## src/verilog/dsw_pkg.sv

```systemverilog
// package for the drive status word block: register map, status bit positions, defaults
// assumes one 25 MHz clock and a 16-bit holding-register port
package dsw_pkg;
   // ************************************************************
   // geometry and timing
   // ************************************************************
   localparam int unsigned DATA_W = 16;
   localparam int unsigned ADDR_W = 8;
   localparam int unsigned CLK_HZ = 25000000;
   // ************************************************************
   // register offsets (holding register numbers)
   // ************************************************************
   localparam logic [7:0] OFF_BRAKE_STEPS = 8'h3e;
   localparam logic [7:0] OFF_POS_SPEED = 8'h42;
   localparam logic [7:0] OFF_MAX_CCW = 8'h43;
   localparam logic [7:0] OFF_MAX_CW = 8'h44;
   localparam logic [7:0] OFF_MAN_SPEED = 8'h45;
   localparam logic [7:0] OFF_ACCEL = 8'h47;
   localparam logic [7:0] OFF_DECEL = 8'h48;
   localparam logic [7:0] OFF_START_TORQUE = 8'h4c;
   localparam logic [7:0] OFF_RUN_TORQUE = 8'h4d;
   localparam logic [7:0] OFF_END_TORQUE = 8'h4e;
   localparam logic [7:0] OFF_HOLD_TORQUE = 8'h4f;
   localparam logic [7:0] OFF_VOLT_LIMIT = 8'h68;
   localparam logic [7:0] OFF_TEMP_LIMIT = 8'h69;
   localparam logic [7:0] OFF_STATUS = 8'h70;
   localparam logic [7:0] OFF_IRQ_STATUS = 8'h71;
   localparam logic [7:0] OFF_IRQ_MASK = 8'h72;
   // ************************************************************
   // status word bit positions
   // ************************************************************
   localparam int unsigned BIT_TARGET = 0;
   localparam int unsigned BIT_DRAG = 1;
   localparam int unsigned BIT_JOG_REV = 2;
   localparam int unsigned BIT_JOG_FWD = 3;
   localparam int unsigned BIT_POWER = 4;
   localparam int unsigned BIT_ABORT = 5;
   localparam int unsigned BIT_RUNNING = 6;
   localparam int unsigned BIT_OVERTEMP = 7;
   localparam int unsigned BIT_REVERSE = 8;
   localparam int unsigned BIT_ERROR = 9;
   localparam int unsigned NUM_FLAGS = 10;
   // ************************************************************
   // delivery defaults (smallest gear model)
   // ************************************************************
   localparam logic [15:0] DEF_BRAKE_STEPS = 16'h0004;
   localparam logic [15:0] DEF_POS_SPEED = 16'h00e6;
   localparam logic [15:0] DEF_MAX_CCW = 16'h00e6;
   localparam logic [15:0] DEF_MAX_CW = 16'h00e6;
   localparam logic [15:0] DEF_MAN_SPEED = 16'h0050;
   localparam logic [15:0] DEF_ACCEL = 16'h0258;
   localparam logic [15:0] DEF_DECEL = 16'h0258;
   localparam logic [15:0] DEF_START_TORQUE = 16'h007d;
   localparam logic [15:0] DEF_RUN_TORQUE = 16'h0064;
   localparam logic [15:0] DEF_END_TORQUE = 16'h003c;
   localparam logic [15:0] DEF_HOLD_TORQUE = 16'h001e;
   localparam logic [15:0] DEF_VOLT_LIMIT = 16'h00b9;
   localparam logic [15:0] DEF_TEMP_LIMIT = 16'h0046;
   localparam logic [15:0] DEF_ZERO = 16'h0000;
   // ************************************************************
   // limits
   // ************************************************************
   localparam logic [15:0] BRAKE_STEPS_MIN = 16'h0001;
   localparam logic [15:0] BRAKE_STEPS_MAX = 16'h0032;
   localparam logic [15:0] END_TORQUE_MAX = 16'h00b4;
   localparam logic [15:0] VOLT_CEIL = 16'h012c;
   localparam logic [15:0] TEMP_HYST = 16'h0005;
endpackage

```

## src/verilog/dsw_status_word.sv

```systemverilog
// drive status word generation, parameter registers and event interrupt
// assumes run events arrive as one-cycle pulses from the motion sequencer, levels as synchronous
`timescale 1ns/1ps
module dsw_status_word #(
   parameter int unsigned DATA_W = 16
) (
   input wire logic clk,
   input wire logic rst,
   input wire logic [7:0] regAddr,
   input wire logic [15:0] regWrData,
   input wire logic regWrite,
   input wire logic regRead,
   output logic [15:0] regRdData,
   input wire logic targetReached,
   input wire logic targetInLoopDir,
   input wire logic refLoopDone,
   input wire logic refLoopOk,
   input wire logic actualEqualsTarget,
   input wire logic displacedAtStandstill,
   input wire logic readjustEnable,
   input wire logic errorInWindow,
   input wire logic newTargetOutsideWindow,
   input wire logic manualRun,
   input wire logic manualRunReverse,
   input wire logic invalidTarget,
   input wire logic accelEnd,
   input wire logic maxSpeedReached,
   input wire logic runCommand,
   input wire logic refLoopCommand,
   input wire logic releaseWithdrawnAbort,
   input wire logic positioningReverse,
   input wire logic jogKeyReverse,
   input wire logic jogKeyForward,
   input wire logic [15:0] motorVoltage,
   input wire logic [15:0] temperature,
   input wire logic shaftRotating,
   input wire logic positionCalcFault,
   output logic runAccepted,
   output logic [15:0] statusWord,
   output logic irq
);
   // ************************************************************
   // elaboration check
   // ************************************************************
   if (DATA_W != 16) begin : gBadWidth
      $error("dsw_status_word serves only 16-bit data");
   end

   // ************************************************************
   // parameter register file
   // ************************************************************
   localparam int NPAR = 13;
   localparam logic [7:0] PAR_OFF [NPAR] = '{
      dsw_pkg::OFF_BRAKE_STEPS, dsw_pkg::OFF_POS_SPEED, dsw_pkg::OFF_MAX_CCW,
      dsw_pkg::OFF_MAX_CW, dsw_pkg::OFF_MAN_SPEED, dsw_pkg::OFF_ACCEL, dsw_pkg::OFF_DECEL,
      dsw_pkg::OFF_START_TORQUE, dsw_pkg::OFF_RUN_TORQUE, dsw_pkg::OFF_END_TORQUE,
      dsw_pkg::OFF_HOLD_TORQUE, dsw_pkg::OFF_VOLT_LIMIT, dsw_pkg::OFF_TEMP_LIMIT};
   localparam logic [15:0] PAR_DEF [NPAR] = '{
      dsw_pkg::DEF_BRAKE_STEPS, dsw_pkg::DEF_POS_SPEED, dsw_pkg::DEF_MAX_CCW,
      dsw_pkg::DEF_MAX_CW, dsw_pkg::DEF_MAN_SPEED, dsw_pkg::DEF_ACCEL, dsw_pkg::DEF_DECEL,
      dsw_pkg::DEF_START_TORQUE, dsw_pkg::DEF_RUN_TORQUE, dsw_pkg::DEF_END_TORQUE,
      dsw_pkg::DEF_HOLD_TORQUE, dsw_pkg::DEF_VOLT_LIMIT, dsw_pkg::DEF_TEMP_LIMIT};
   localparam int IDX_BRAKE = 0;
   localparam int IDX_END_TORQUE = 9;
   localparam int IDX_VOLT = 11;
   localparam int IDX_TEMP = 12;

   logic [15:0] par_reg [NPAR];
   logic [NPAR-1:0] parHit;
   logic [NPAR-1:0] parLegal;
   logic [15:0] parRead;
   logic [15:0] parReadAcc [NPAR+1];

   // out-of-range writes are dropped so the motion logic never sees an illegal setting
   wire brakeLegal = (regWrData >= dsw_pkg::BRAKE_STEPS_MIN) &&
      (regWrData <= dsw_pkg::BRAKE_STEPS_MAX);
   wire endTorqueLegal = regWrData <= dsw_pkg::END_TORQUE_MAX;

   assign parReadAcc[0] = dsw_pkg::DEF_ZERO;
   genvar gi;
   for (gi = 0; gi < NPAR; gi++) begin : gPar
      assign parHit[gi] = regAddr == PAR_OFF[gi];
      if (gi == IDX_BRAKE) begin : gBrake
         assign parLegal[gi] = brakeLegal;
      end else if (gi == IDX_END_TORQUE) begin : gEnd
         assign parLegal[gi] = endTorqueLegal;
      end else begin : gAny
         assign parLegal[gi] = 1'b1;
      end
      always_ff @(posedge clk) begin
         if (rst) begin
            par_reg[gi] <= PAR_DEF[gi];
         end else if (regWrite && parHit[gi] && parLegal[gi]) begin
            par_reg[gi] <= regWrData;
         end
      end
      assign parReadAcc[gi+1] = parReadAcc[gi] | (parHit[gi] ? par_reg[gi] : dsw_pkg::DEF_ZERO);
   end
   assign parRead = parReadAcc[NPAR];

   // ************************************************************
   // level flags
   // ************************************************************
   wire [15:0] voltLimit = par_reg[IDX_VOLT];
   wire [15:0] tempLimit = par_reg[IDX_TEMP];
   wire powerOk = (motorVoltage > voltLimit) && (motorVoltage < dsw_pkg::VOLT_CEIL);
   wire tempHigh = temperature > tempLimit;
   // clear point kept in 17 bits so a high temperature cannot wrap
   wire [16:0] tempClearSum = {1'b0, temperature} + {1'b0, dsw_pkg::TEMP_HYST};
   wire tempLow = tempClearSum <= {1'b0, tempLimit};

   // ************************************************************
   // event flags
   // ************************************************************
   logic target_reg, target_next;
   logic drag_reg, drag_next;
   logic abort_reg, abort_next;
   logic overtemp_reg, overtemp_next;
   logic reverse_reg, reverse_next;
   logic error_reg, error_next;
   logic jogRev_reg, jogFwd_reg, power_reg, running_reg;

   // error blocks every run except the reference loop
   wire runOk = runCommand && (!error_reg || refLoopCommand);
   wire targetSet = targetReached || (refLoopDone && actualEqualsTarget) ||
      (readjustEnable && errorInWindow && !displacedAtStandstill);
   wire targetClr = newTargetOutsideWindow || manualRun || invalidTarget ||
      displacedAtStandstill;
   // a fresh clear event wins over a stale set; set otherwise wins over hold
   assign target_next = targetClr ? 1'b0 : (targetSet ? 1'b1 : target_reg);
   wire dragSet = accelEnd && !maxSpeedReached;
   assign drag_next = dragSet ? 1'b1 : (runOk ? 1'b0 : drag_reg);
   assign abort_next = releaseWithdrawnAbort ? 1'b1 : (runOk ? 1'b0 : abort_reg);
   assign overtemp_next = tempHigh ? 1'b1 : (tempLow ? 1'b0 : overtemp_reg);
   wire revSet = (manualRun && manualRunReverse) || positioningReverse;
   wire revClr = (targetReached && targetInLoopDir) || refLoopDone;
   assign reverse_next = revSet ? 1'b1 : (revClr ? 1'b0 : reverse_reg);
   wire errClr = refLoopDone && refLoopOk;
   assign error_next = positionCalcFault ? 1'b1 : (errClr ? 1'b0 : error_reg);

   always_ff @(posedge clk) begin
      if (rst) begin
         target_reg <= 1'b0;
         drag_reg <= 1'b0;
         abort_reg <= 1'b0;
         overtemp_reg <= 1'b0;
         reverse_reg <= 1'b0;
         error_reg <= 1'b0;
      end else begin
         target_reg <= target_next;
         drag_reg <= drag_next;
         abort_reg <= abort_next;
         overtemp_reg <= overtemp_next;
         reverse_reg <= reverse_next;
         error_reg <= error_next;
      end
   end

   always_ff @(posedge clk) begin
      if (rst) begin
         jogRev_reg <= 1'b0;
         jogFwd_reg <= 1'b0;
         power_reg <= 1'b0;
         running_reg <= 1'b0;
      end else begin
         jogRev_reg <= jogKeyReverse;
         jogFwd_reg <= jogKeyForward;
         power_reg <= powerOk;
         running_reg <= shaftRotating;
      end
   end

   wire [15:0] statusNow = {6'h00, error_reg, reverse_reg, overtemp_reg, running_reg,
      abort_reg, power_reg, jogFwd_reg, jogRev_reg, drag_reg, target_reg};

   // ************************************************************
   // interrupt: sticky rising edges of the status flags
   // ************************************************************
   logic [15:0] prevStatus_reg;
   logic [15:0] irqStat_reg, irqStat_next;
   logic [15:0] irqMask_reg;
   wire [15:0] flagRise = statusNow & ~prevStatus_reg;
   wire irqStatWrite = regWrite && (regAddr == dsw_pkg::OFF_IRQ_STATUS);
   wire [15:0] irqClear = irqStatWrite ? regWrData : dsw_pkg::DEF_ZERO;
   // a rise in the cycle of its clear stays set
   assign irqStat_next = (irqStat_reg & ~irqClear) | flagRise;

   always_ff @(posedge clk) begin
      if (rst) begin
         prevStatus_reg <= dsw_pkg::DEF_ZERO;
         irqStat_reg <= dsw_pkg::DEF_ZERO;
         irqMask_reg <= dsw_pkg::DEF_ZERO;
      end else begin
         prevStatus_reg <= statusNow;
         irqStat_reg <= irqStat_next;
         if (regWrite && regAddr == dsw_pkg::OFF_IRQ_MASK) begin
            irqMask_reg <= regWrData;
         end
      end
   end

   // ************************************************************
   // read port and outputs
   // ************************************************************
   // status read only selects data; no flag reacts to it
   wire [15:0] readMux = (regAddr == dsw_pkg::OFF_STATUS) ? statusNow :
      (regAddr == dsw_pkg::OFF_IRQ_STATUS) ? irqStat_reg :
      (regAddr == dsw_pkg::OFF_IRQ_MASK) ? irqMask_reg : parRead;

   always_ff @(posedge clk) begin
      if (rst) begin
         regRdData <= dsw_pkg::DEF_ZERO;
         statusWord <= dsw_pkg::DEF_ZERO;
         irq <= 1'b0;
         runAccepted <= 1'b0;
      end else begin
         regRdData <= regRead ? readMux : dsw_pkg::DEF_ZERO;
         statusWord <= statusNow;
         irq <= |(irqStat_next & irqMask_reg);
         runAccepted <= runOk;
      end
   end
endmodule // dsw_status_word

```

## config.mk

```make
export PLATFORM = sky130hd
export DESIGN_NAME = dsw_status_word
export DESIGN_NICKNAME = d
export VERILOG_FILES = /design/src/verilog/dsw_pkg.sv /design/src/verilog/dsw_status_word.sv
export SDC_FILE = /design/constraint.sdc
export NUM_CORES = 1
export LEC_CHECK = 0
export ABC_AREA = 1
export CAP_MARGIN = 30
export CORE_ASPECT_RATIO = 1.4
export CORE_MARGIN = 4
export CORE_UTILIZATION = 45
export CTS_CLUSTER_SIZE = 30
export DETAILED_ROUTE_END_ITERATION = 6
export DONT_BUFFER_PORTS = 1
export GPL_TIMING_DRIVEN = 0
export SLEW_MARGIN = 20
export SYNTH_ARGS = -nofsm -noshare
export SYNTH_HDL_FRONTEND = slang
export SYNTH_SLANG_ARGS = --single-unit
export TNS_END_PERCENT = 30
```

## constraint.sdc

```tcl
create_clock -name clk -period 2.7 [get_ports clk]
set_input_delay 0.54 -clock clk [delete_from_list [all_inputs] [get_ports clk]]
set_output_delay 0.54 -clock clk [all_outputs]
set_load 0.01 [all_outputs]
```

## Word level (Yosys, flattened, before mapping)

Memory sizes are Yosys's and may differ from the RTL's.
Cells that the tools add are included.
Widths: inputs -> output; s select.

- Register bits: 76
- Input port bits: 82
- Bits in writable memories: 208
- Memories: 1
- Output and inout bits: 34
- Logic and storage cells: 202

Memories:

| name | depth | bits a word | read ports | clocked after Yosys merged registers in | wr ports | RTL line | text |
|---|---|---|---|---|---|---|---|
| par_reg | 13 | 16 | 13 | 0 | 13 | dsw_status_word.sv:68 | `logic [15:0] par_reg [NPAR];` |

- $lt $le $gt $ge: 7
- Mux-type cells: 80
- $add $sub $neg: 1
- Bitwise gates (word level): 32
- Reduce and logical (&&, ||, !) cells: 47
- Equal/unequal tests: 16

Operators by type and width:

| cell | number |
|---|---|
| $mux 16 | 29 |
| $or 16x16->16 | 13 |
| $eq 8x7->1 const B | 15 |
| $mux 1 | 50 |
| $and 16x16->16 | 2 |
| $gt 16x16->1 | 2 |
| $not 16->16 | 2 |
| $logic_and 1x1->1 | 27 |
| $add 16x3->17 const B | 1 |
| $le 17x16->1 | 1 |
| $and 10x16->16 | 1 |
| $ge 16x1->1 const B | 1 |
| $le 16x6->1 const B | 1 |
| $le 16x8->1 const B | 1 |
| $lt 16x9->1 const B | 1 |
| $reduce_or 16->1 | 1 |
| $or 1x1->1 | 13 |
| $mux 10 | 1 |
| $reduce_bool 2->1 | 5 |
| $eq 8x6->1 const B | 1 |
| $logic_or 1x1->1 | 8 |
| $reduce_or 2->1 | 2 |
| $logic_not 1->1 | 3 |
| $reduce_or 3->1 | 1 |
| $not 1->1 | 1 |

## Depth between registers and ports, before layout

Gate-level depths: netlist of run 1.

- Depth in word-level cells: 17
- Depth in mapped cells: 16
- Mapped depth without buffers: 16

## Worst setup path before layout of run 1

Ideal clock, no wire load.

- Kind: input to register
- Start point: in regAddr[7]
- End point: mem par_reg[12][0] (netlist: par_reg[1][64]) (enable)
- Library setup time: 0.411 ns
- Path slack: -0.078 ns
- Data arrival time: 2.367 ns
- Data required time: 2.289 ns
- Path buffers: 1
- Stages on the path: 6
- Cell sequence: inv_2 nand2_2 nor2_4 nand2_1 buf_2 o21ai_0

RTL lines:

| item | RTL line | text |
|---|---|---|
| start, declared | dsw_status_word.sv:9 | `input wire logic [7:0] regAddr,` |
| end, declared | dsw_status_word.sv:68 |  |

==> results.json, run 1 <==
{
  "grt_pass1_wl_microns": 66000,
  "worst_pin_slew_ps": 982,
  "fin_tns_setup_ps": 0,
  "cp_max_fo": 16,
  "period_share_pct": 95.1,
  "ir_drop_uv": 406,
  "drive_gt1_share_pct": 8.71,
  "cts_resized": 0,
  "firstDrtPassIters": 5,
  "timing.final.ws_setup_ps": 133,
  "crit_chain": "nand2_1 > nor2_2 > nand2_1 > inv_2 > o2111ai_1 > nand2_1",
  "die_h_microns": 215,
  "fmax_mhz": 390,
  "syn2layout_area_growth_pct": 12.3,
  "core_area_sq_mm": 0.0300,
  "yosysMostFrequentCell": "nand2_1",
  "synth_top_family_by_area": "simple AND/OR/NAND/NOR gates",
  "critical-path-slowest-cell": "nand2_1",
  "numCtsBuffers": 27,
  "startpoint_type": "primary input",
  "dieArea_sq_mm": 0.0334,
  "syn_area_sq_mm": 0.0137,
  "ys_top_cells_by_area": "edfxtp_1 (45%), nand2_1 (10%), dfxtp_1 (10%)",
  "min-delay-path-class": "primary input to register",
  "synth_common_cells": "nand2_1 (374), nor2_1 (259), edfxtp_1 (208)",
  "nFillCells": 2878,
  "timing.rr.start": "par_reg[1][74]",
  "crit_buf_inv": 1,
  "min_period_ps": 2570,
  "drc": 0,
  "clk_pin_slew_ps": 60,
  "num_io_pins": 116,
  "yosys-mux-area-fraction_pct": 0,
  "maxSlewHeadroom_pct": 34.5,
  "postRouteAntennaNets": 0,
  "largest_reg_flops": 208,
  "synth_adder_area_share_pct": 4.46,
  "antenna_found_initial": 0,
  "setup_viol": 0,
  "clockBufferDepth": 3,
  "switchingPower_uw": 2210,
  "clock_latency_ps": 580,
  "maxCapViolations": 0,
  "power.share.sequential_pct": 50.5,
  "synthCells": 1562,
  "cp_top_family": "simple AND/OR/NAND/NOR gates",
  "synth_xor_area_share_pct": 0.893,
  "rrSetupSlack_ps": 810,
  "synth_ff_type": "edfxtp_1",
  "synth_edf_count": 208,
  "grt_usage_pct": 26.3,
  "yosys_warnings": 0,
  "via_count": 11000,
  "wl_per_cell_microns": 22.0,
  "yosysTopAreaCellShare_pct": 45.5,
  "rr_worst_depth": 10,
  "viasPerCell": 5.42,
  "path_depth": 6,
  "end_kind": "register",
  "cts_setup_buffers": 0,
  "synth_compound_area_share_pct": 5.94,
  "cts_tree": "yes",
  "async_flop_share_pct": 0,
  "grt_overflow": 0,
  "synthDistinctLibCells": 41,
  "cts_root_buf": "clkbuf_16",
  "place_hpwl_microns": 34900,
  "worstSetupStartpoint": "regAddr[2]",
  "path_class": "primary input to register",
  "path_common_cell": "nand2_1",
  "wl_met3_microns": 3390,
  "p_clk_share_pct": 42.7,
  "grt_pass1_vias": 10700,
  "p_leak_uw": 0.00641,
  "p_int_uw": 7400,
  "finalHoldViolCount": 0,
  "holdBufCountCts": 0,
  "crit_path_end": "par_reg[1][28]",
  "wl_met2_microns": 21700,
  "cts.sinks": 278,
  "slew_violations": 0,
  "combinationalPowerShare_pct": 6.8,
  "yosysTopAreaCell": "edfxtp_1",
  "die_x_microns": 156,
  "row_count": 75,
  "synth-simple-area-share_pct": 26.0,
  "initial_core_util_pct": 45.7,
  "synth.ff_latch_count": 278,
  "grt_max_degree": 17,
  "swShare_pct": 23.0,
  "wl_met1_microns": 16500,
  "nets": 1754,
  "fin_worst_skew_ps": 35.7,
  "io_buffer_count": 0,
  "topRoutingLayerUsed": "met4",
  "yosysSeqAreaShare_pct": 55.7,
  "outcome": "finished clean",
  "antenna_cells": 0,
  "r2r-end": "overtemp_reg",
  "dp_slack_ps": -377,
  "routed_wl_microns": 44700,
  "drt_iter0_drc": 1037,
  "worst_ep_required_time_ps": 2880,
  "cp_slowest_stage_delay_ps": 710,
  "powerDensity_mw_per_mm2": 623,
  "rsz0062_at_grt": "false",
  "gp_congestion": 0.975,
  "syn_area_per_cell_sq_um": 8.79,
  "ctsHtreeMaxLevel": 1,
  "cp.arrival_ps": 2750
}
==> metal layers <==
| metal | vias to the layer above | GRT usage (%) |
|---|---|---|
| met5 | - | 0 |
| met1 | 5176 | 31.4 |
| met2 | 446 | 44.5 |
| met4 | 0 | 16.2 |
| li1 | 5264 | - |
| met3 | 109 | 3.94 |
==> kinds of logic (layout without fill, tap and decap cells) <==
family | after synthesis | after routing
AO/OA/AOI/OAI | 153 | 153
XOR/XNOR | 14 | 14
adder cells (fa/ha/maj) | 49 | 49
buffers and inverters | 237 | 294
flip-flops | 278 | 278
other | 1 | 24
AND/OR/NAND/NOR | 830 | 830
==> metrics by stage <==
stage | cells | utilization (%) | hold slack [ps] | total power [uW] | cell area (sq um)
finish | 2027 | 51.4 | 68.8 | 9610 | 15400
floorplan | 1585 | - | 416 | 5340 | 13800
CTS | 2027 | 51.4 | 57.0 | 9630 | 15400
global route | 2027 | 51.4 | 67.4 | 9880 | 15400
detailed placement | 1979 | 48.2 | 429 | 5590 | 14500
global placement | 1970 | 47.6 | 425 | 5560 | 14300
==> cells in the final DEF (no fill, tap or decap), types with 9 or more instances in the layout <==
master,netlist,final
nand2_1,374,374
nor2_1,259,259
edfxtp_1,208,208
inv_1,158,161
nand3_1,82,82
dfxtp_1,70,70
a21oi_1,67,67
o21ai_0,63,52
nand4_1,51,51
ha_1,49,49
clkbuf_1,28,31
clkbuf_16,0,29
buf_2,28,28
conb_1,1,24
nor3_1,16,16
or2_2,13,13
o21ai_2,0,11
inv_2,9,9
buf_4,9,9
o211ai_1,9,9
==> how the worst min path moves through the flow <==
stage | startpoint | to | slack (ps) | cells past startpoint
2_1_floorplan | jogRev_reg | statusWord[2] | 420 | 2
4_1_cts | jogKeyReverse | jogRev_reg | 60 | 2
5_1_grt | jogKeyReverse | jogRev_reg | 70 | 2
3_3_place_gp | jogFwd_reg | statusWord[3] | 430 | 2
3_5_place_dp | running_reg | statusWord[6] | 430 | 2
6_report | jogKeyReverse | jogRev_reg | 70 | 2
==> final cells by class <==
class	instances	area (sq um)	share of cell area, %
clock buffer	36	792	5.13
tap	385	482	3.12
clock inverter	12	169	1.09
sequential	278	7650	49.6
multi-input combinational	1070	5250	34.1
inverter	170	638	4.14
timing repair buffer	9	124	0.803
buffer	67	320	2.08
==> power groups by stage <==
| stage | Sequential [uW] | Combinational [uW] | Clock [uW] |
|---|---|---|---|
| after floorplan | 4920 | 415 | 0 |
| after global routing | 4870 | 724 | 4290 |
| final | 4850 | 655 | 4100 |
| after global placement | 4950 | 610 | 0 |
| after CTS | 4850 | 651 | 4120 |
| after detailed placement | 4950 | 648 | 0 |
Note: power is estimated with default switching activity, not from simulation.
==> run 2: changes to the inputs <==
--- a/config.mk
+++ b/config.mk
@@ -7,14 +7,14 @@
 export LEC_CHECK = 0
 export ABC_AREA = 1
 export CAP_MARGIN = 30
-export CORE_ASPECT_RATIO = 1.4
+export CORE_ASPECT_RATIO = 0.9
 export CORE_MARGIN = 4
 export CORE_UTILIZATION = 45
 export CTS_CLUSTER_SIZE = 30
 export DETAILED_ROUTE_END_ITERATION = 6
 export DONT_BUFFER_PORTS = 1
 export GPL_TIMING_DRIVEN = 0
-export SLEW_MARGIN = 20
+export SLEW_MARGIN = 0
 export SYNTH_ARGS = -nofsm -noshare
 export SYNTH_HDL_FRONTEND = slang
 export SYNTH_SLANG_ARGS = --single-unit
==> constraint.sdc (replaced) <==
create_clock -name clk -period 2.7 [get_ports clk]
set_input_delay 0.54 -clock clk [delete_from_list [all_inputs] [get_ports clk]]
set_output_delay 0.54 -clock clk [all_outputs]
set_load 0.005 [all_outputs]
==> run 2 against run 1 <==
Effect of this change: setup slack better by 43 ps; core utilization grew 0.21 points; fmax up 1.7%; via count increased by 1.3%; non-clock buffer count up 4; power fell by 0.22%; register-to-register slack better by 40 ps; clock power hardly changed; cell count rose by 1.3%; clock skew shrank 17 ps; wire length up 0.52%; sequential share of layout area fell by 0.076 points; critical endpoint is now par_reg[1][58].
==> results.json, run 2 (same netlist as run 1, synthesis figures left out) <==
{
  "clock_latency_ps": 560,
  "switchingPower_uw": 2240,
  "powerDensity_mw_per_mm2": 621,
  "grt_pass1_vias": 10600,
  "drt_iter0_drc": 1195,
  "clk_pin_slew_ps": 60,
  "min-delay-path-class": "primary input to register",
  "antenna_cells": 0,
  "dp_slack_ps": -297,
  "timing.final.ws_setup_ps": 176,
  "outcome": "finished clean",
  "drc": 0,
  "cts_setup_buffers": 0,
  "swShare_pct": 23.3,
  "cts_resized": 0,
  "gp_congestion": 0.930,
  "postRouteAntennaNets": 0,
  "cp.arrival_ps": 2770,
  "regArea_sq_mm": 0.00765,
  "num_io_pins": 116,
  "routed_wl_microns": 44900,
  "power.share.sequential_pct": 50.6,
  "ctsHtreeMaxLevel": 1,
  "viasPerCell": 5.43,
  "cts.sinks": 278,
  "finalHoldViolCount": 0,
  "rsz0062_at_grt": "false",
  "drive_gt1_share_pct": 8.67,
  "cts_tree": "yes",
  "dp_cells": 1999,
  "crit_chain": "clkbuf_1 > inv_1 > clkbuf_1 > o21ai_1 > buf_4",
  "initial_core_util_pct": 45.8,
  "holdBufCountCts": 0,
  "setup_viol": 0,
  "via_count": 11100,
  "worst_pin_slew_ps": 1100,
  "period_share_pct": 93.5,
  "min_period_ps": 2520,
  "nFillCells": 2822,
  "cts_root_buf": "clkbuf_16",
  "p_leak_uw": 0.00641,
  "nets": 1759,
  "fin_cells": 2053,
  "multi_input_area_sq_mm": 0.00523,
  "firstDrtPassIters": 6,
  "place_hpwl_microns": 33800,
  "fmax_mhz": 396,
  "layout_common_cells": "nand2_1 (374), nor2_1 (259), edfxtp_1 (208)",
  "p_clk_share_pct": 42.4,
  "syn2layout_area_growth_pct": 12.5,
  "ir_drop_uv": 444,
  "grt_max_degree": 17,
  "maxSlewHeadroom_pct": 26.5,
  "die_x_microns": 192,
  "numCtsBuffers": 28,
  "grt_pass1_wl_microns": 66000,
  "end_kind": "register",
  "worst_ep_required_time_ps": 2950,
  "core_area_sq_mm": 0.0300,
  "grt_overflow": 0,
  "startpoint_type": "primary input",
  "maxCapViolations": 0,
  "p_int_uw": 7350,
  "cp_max_fo": 10,
  "clockBufferDepth": 3,
  "wl_per_cell_microns": 21.9,
  "dieArea_sq_mm": 0.0334,
  "cp_slowest_stage_delay_ps": 700,
  "fin_worst_skew_ps": 19.2,
  "layout_commonest_cell": "nand2_1",
  "combinationalPowerShare_pct": 7.0,
  "slew_violations": 0,
  "fin_util_pct": 51.6,
  "row_count": 60,
  "fin_tns_setup_ps": 0,
  "io_buffer_count": 0,
  "die_h_microns": 174,
  "critical-path-slowest-cell": "o21ai_1",
  "antenna_found_initial": 1,
  "path_common_cell": "clkbuf_1",
  "grt_usage_pct": 26.6,
  "path_class": "primary input to register",
  "largest_reg_flops": 208
}
run 2: changes by cell type in the layout (fill, tap and decap cells not counted), sizes merged:
cell      delta
buf          +4
bufinv       +1
clkbuf       -2
clkinv       +8
clkinvlp     +1
inv          -4
run 2: routing by layer:
metal / up-vias / global-route usage [%] / wire length [microns] / part of all wire [%]
li1: 5283 / - / - / -
met1: 5274 / 39.0 / 19400 / 43
met2: 509 / 39.9 / 19600 / 44
met3: 73 / 6.38 / 4620 / 10
met4: 2 / 6.89 / 1250 / 2.8
met5: - / 0 / 7 / 0.016
run 2: final timing paths:
path / from / end / slack [ps] / depth (start not counted)
setup / recovery: rst / par_reg[1][58] / 180 / 5
hold / removal: jogKeyForward / jogFwd_reg / 80 / 2
setup reg to reg: par_reg[1][74] / overtemp_reg / 850 / 10
hold reg to reg: running_reg / statusWord[6] / 440 / 2
run 2: layout make-up:
type | instances | area share, %
buffer | 67 | 2.07
clock buffer | 34 | 4.68
clock inverter | 18 | 1.47
inverter | 170 | 4.13
multi-input combinational | 1070 | 33.9
sequential | 278 | 49.5
tap | 403 | 3.26
timing repair buffer | 13 | 1.02
run 2: power groups by stage:
stage	Combinational (uW)	Clock, uW	Sequential, uW
2_1_floorplan	413	0	4920
3_3_place_gp	613	0	4940
3_5_place_dp	650	0	4940
4_1_cts	654	4090	4850
5_1_grt	738	4300	4860
6_report	669	4070	4850
run 2: metrics by stage:
stage               hold slack [ps]  total power (uW)  cell area (sq um)
detailed placement              430              5590              14500
global route                   81.7              9900              15400
finish                         82.9              9590              15400
global placement                427              5560              14300
floorplan                       416              5330              13800
CTS                            69.9              9600              15400
run 2: worst max-delay path, delay by kind of cell:
| family | cells | cell delay [ps] |
|---|---|---|
| buffers and inverters | 4 | 1530 |
| AO/OA/AOI/OAI | 1 | 700 |
==> run 3: changes to the inputs <==
--- a/config.mk
+++ b/config.mk
@@ -5,7 +5,7 @@
 export SDC_FILE = /design/constraint.sdc
 export NUM_CORES = 1
 export LEC_CHECK = 0
-export ABC_AREA = 1
+export ABC_AREA = 0
 export CAP_MARGIN = 30
 export CORE_ASPECT_RATIO = 0.9
 export CORE_MARGIN = 4
@@ -14,6 +14,7 @@
 export DETAILED_ROUTE_END_ITERATION = 6
 export DONT_BUFFER_PORTS = 1
 export GPL_TIMING_DRIVEN = 0
+export SKIP_LAST_GASP = 1
 export SLEW_MARGIN = 0
 export SYNTH_ARGS = -nofsm -noshare
 export SYNTH_HDL_FRONTEND = slang
==> run 3 against run 2 <==
Effect of this change: the run now ends with negative setup slack left; highest routed layer unchanged; critical path type unchanged; power increased by 0.60%; worst hold slack worse by 20 ps; clock power shrank 4%; synthesized cell count fell by 16%; cell area grew 3.0%; die area grew 3.7%; core utilization is 0.36 points lower; global-route usage grew 3.7 points; combinational power grew 28%.
==> results.json, run 3 <==
{
  "outcome": "finished, violations left",
  "violations": "negative setup slack",
  "nets": 1506,
  "synthDistinctLibCells": 79,
  "row_count": 61,
  "ir_drop_uv": 493,
  "initial_core_util_pct": 45.9,
  "grt_usage_pct": 30.4,
  "fin_tns_setup_ps": -3160,
  "numCtsBuffers": 29,
  "worst_pin_slew_ps": 1100,
  "layout_commonest_cell": "edfxtp_1",
  "place_hpwl_microns": 39200,
  "synthCells": 1316,
  "yosysTopAreaCell": "edfxtp_1",
  "cp.arrival_ps": 3180,
  "r2r-end": "regRdData[14]",
  "syn2layout_area_growth_pct": 11.5,
  "via_count": 11400,
  "rsz0062_at_grt": "true",
  "grt_pass1_wl_microns": 76000,
  "cts_tree": "yes",
  "layout_common_cells": "edfxtp_1 (208), and2_1 (135), nor2_1 (79)",
  "drc": 0,
  "antenna_cells": 0,
  "rrSetupSlack_ps": 460,
  "switchingPower_uw": 2400,
  "clock_latency_ps": 560,
  "fmax_mhz": 343,
  "synth_ff_type": "edfxtp_1",
  "core_area_sq_mm": 0.0311,
  "cts_setup_buffers": 0,
  "p_leak_uw": 0.00582,
  "cts.sinks": 278,
  "synth.ff_latch_count": 278,
  "maxCapViolations": 0,
  "crit_chain": "buf_2 > nand2_1 > nor4_4 > nor2b_1 > buf_2 > nand3_1 > o21bai_2 > buf_8",
  "maxSlewHeadroom_pct": 26.6,
  "place_area_sq_mm": 0.0150,
  "crit_path_end": "par_reg[0][4]",
  "clockBufferDepth": 3,
  "multi_input_area_sq_mm": 0.00617,
  "regArea_sq_mm": 0.00765,
  "end_kind": "register",
  "clk_pin_slew_ps": 60,
  "fin_worst_skew_ps": 13.9,
  "drt_iter0_drc": 1482,
  "grt_max_degree": 17,
  "cts_root_buf": "clkbuf_16",
  "worst_ep_required_time_ps": 2970,
  "largest_reg_flops": 208,
  "min-delay-path-class": "primary input to register",
  "p_total_uw": 9650,
  "ys_top_cells_by_area": "edfxtp_1 (44%), dfxtp_1 (9.8%), and2_1 (5.9%)",
  "slew_violations": 0,
  "gp_congestion": 1.04,
  "timing.rr.start": "par_reg[1][14]",
  "rr_worst_depth": 6,
  "period_share_pct": 108,
  "yosysSeqAreaShare_pct": 53.6,
  "antenna_found_initial": 1,
  "finalHoldViolCount": 0,
  "powerDensity_mw_per_mm2": 606,
  "num_io_pins": 116,
  "grt_pass1_vias": 10600,
  "setup_viol": 28,
  "yosys_warnings": 0,
  "yosysMostFrequentCell": "edfxtp_1",
  "p_int_uw": 7250,
  "design_area_sq_mm": 0.0159,
  "postRouteAntennaNets": 0,
  "startpoint_type": "primary input",
  "drive_gt1_share_pct": 9.66,
  "dieArea_sq_mm": 0.0346,
  "path_class": "primary input to register",
  "timing.final.ws_setup_ps": -217,
  "power.share.sequential_pct": 50.7,
  "syn_area_sq_mm": 0.0143,
  "p_clk_share_pct": 40.4,
  "critical-path-slowest-cell": "nor4_4",
  "swShare_pct": 24.9,
  "yosysTopAreaCellShare_pct": 43.8,
  "viasPerCell": 6.29,
  "firstDrtPassIters": 6,
  "async_flop_share_pct": 0,
  "min_period_ps": 2920,
  "wl_per_cell_microns": 30.1,
  "cts_resized": 4,
  "grt_overflow": 0,
  "cp_slowest_stage_delay_ps": 750,
  "path_common_cell": "buf_2",
  "io_buffer_count": 0,
  "holdBufCountCts": 0,
  "synth_common_cells": "edfxtp_1 (208), and2_1 (135), nor2_1 (80)",
  "die_h_microns": 177,
  "synth_edf_count": 208,
  "cp_max_fo": 10,
  "ctsHtreeMaxLevel": 1,
  "routed_wl_microns": 54300,
  "combinationalPowerShare_pct": 8.8,
  "nFillCells": 2766,
  "die_x_microns": 196,
  "worstSetupStartpoint": "regAddr[5]",
  "syn_area_per_cell_sq_um": 10.8
}
[run 3: kinds of logic (layout without fill, tap and decap cells)]
| group | Yosys count | count (layout) | share of synthesized area (%) |
|---|---|---|---|
| AO/OA/AOI/OAI | 288 | 288 | 13.6 |
| XOR/XNOR | 14 | 14 | 0.859 |
| adder cells (fa/ha/maj) | 49 | 49 | 4.30 |
| buffers and inverters | 136 | 194 | 4.19 |
| flip-flops | 278 | 278 | 53.6 |
| multiplexers | 51 | 51 | 3.78 |
| other | 1 | 24 | 0.0263 |
| AND/OR/NAND/NOR | 499 | 499 | 19.7 |
[run 3: routing by layer]
metal / part of all wire [%] / vias up / track usage (%) / wire (microns)
met2: 42 / 785 / 44.7 / 22600
li1: - / 4927 / - / -
met3: 14 / 132 / 8.32 / 7340
met4: 4.8 / 2 / 11.7 / 2600
met5: 0.013 / - / 0 / 7
met1: 40 / 5513 / 42.9 / 21700
[run 3: power by group through the flow]
stage,clock (uW),combinational [uW],sequential (uW)
6_report,3900,854,4890
5_1_grt,4090,903,4910
4_1_cts,3900,825,4890
3_5_place_dp,0,821,4980
3_3_place_gp,0,803,4980
2_1_floorplan,0,511,4930
[run 3: final cells by class]
| class | instances | share of cell area, % |
|---|---|---|
| sequential | 278 | 48.1 |
| multi-input combinational | 925 | 38.8 |
| clock buffer | 37 | 5.08 |
| timing repair buffer | 5 | 0.480 |
| buffer | 95 | 2.82 |
| clock inverter | 16 | 0.621 |
| tap | 409 | 3.22 |
| inverter | 41 | 0.967 |
[run 3: critical path: cells and delay by family]
family	cells	cell delay (ps)
and+or+nand+nor	4	1290
buffers and inverters	3	770
AOI/OAI and AO/OA	1	550
[run 3: how the worst min path moves through the flow]
stage                         start  depth (start not counted)               to  slack (ps)
finish                invalidTarget                          1       target_reg          60
floorplan           irqStat_reg[14]                          2  irqStat_reg[14]         440
global placement    irqStat_reg[14]                          2  irqStat_reg[14]         450
global route          invalidTarget                          1       target_reg          50
CTS                   invalidTarget                          1       target_reg          50
detailed placement  irqStat_reg[14]                          2  irqStat_reg[14]         460
[run 3: through the flow]
stage          hold slack [ps]  utilization (%)  std cells  worst slack (ps)
2_1_floorplan              440                -       1339              38.3
3_3_place_gp               455             47.9       1748             -1250
3_5_place_dp               463             48.2       1753              -912
4_1_cts                   51.1             51.1       1806              -198
5_1_grt                   53.3             51.2       1806              -221
6_report                  63.2             51.2       1806              -217
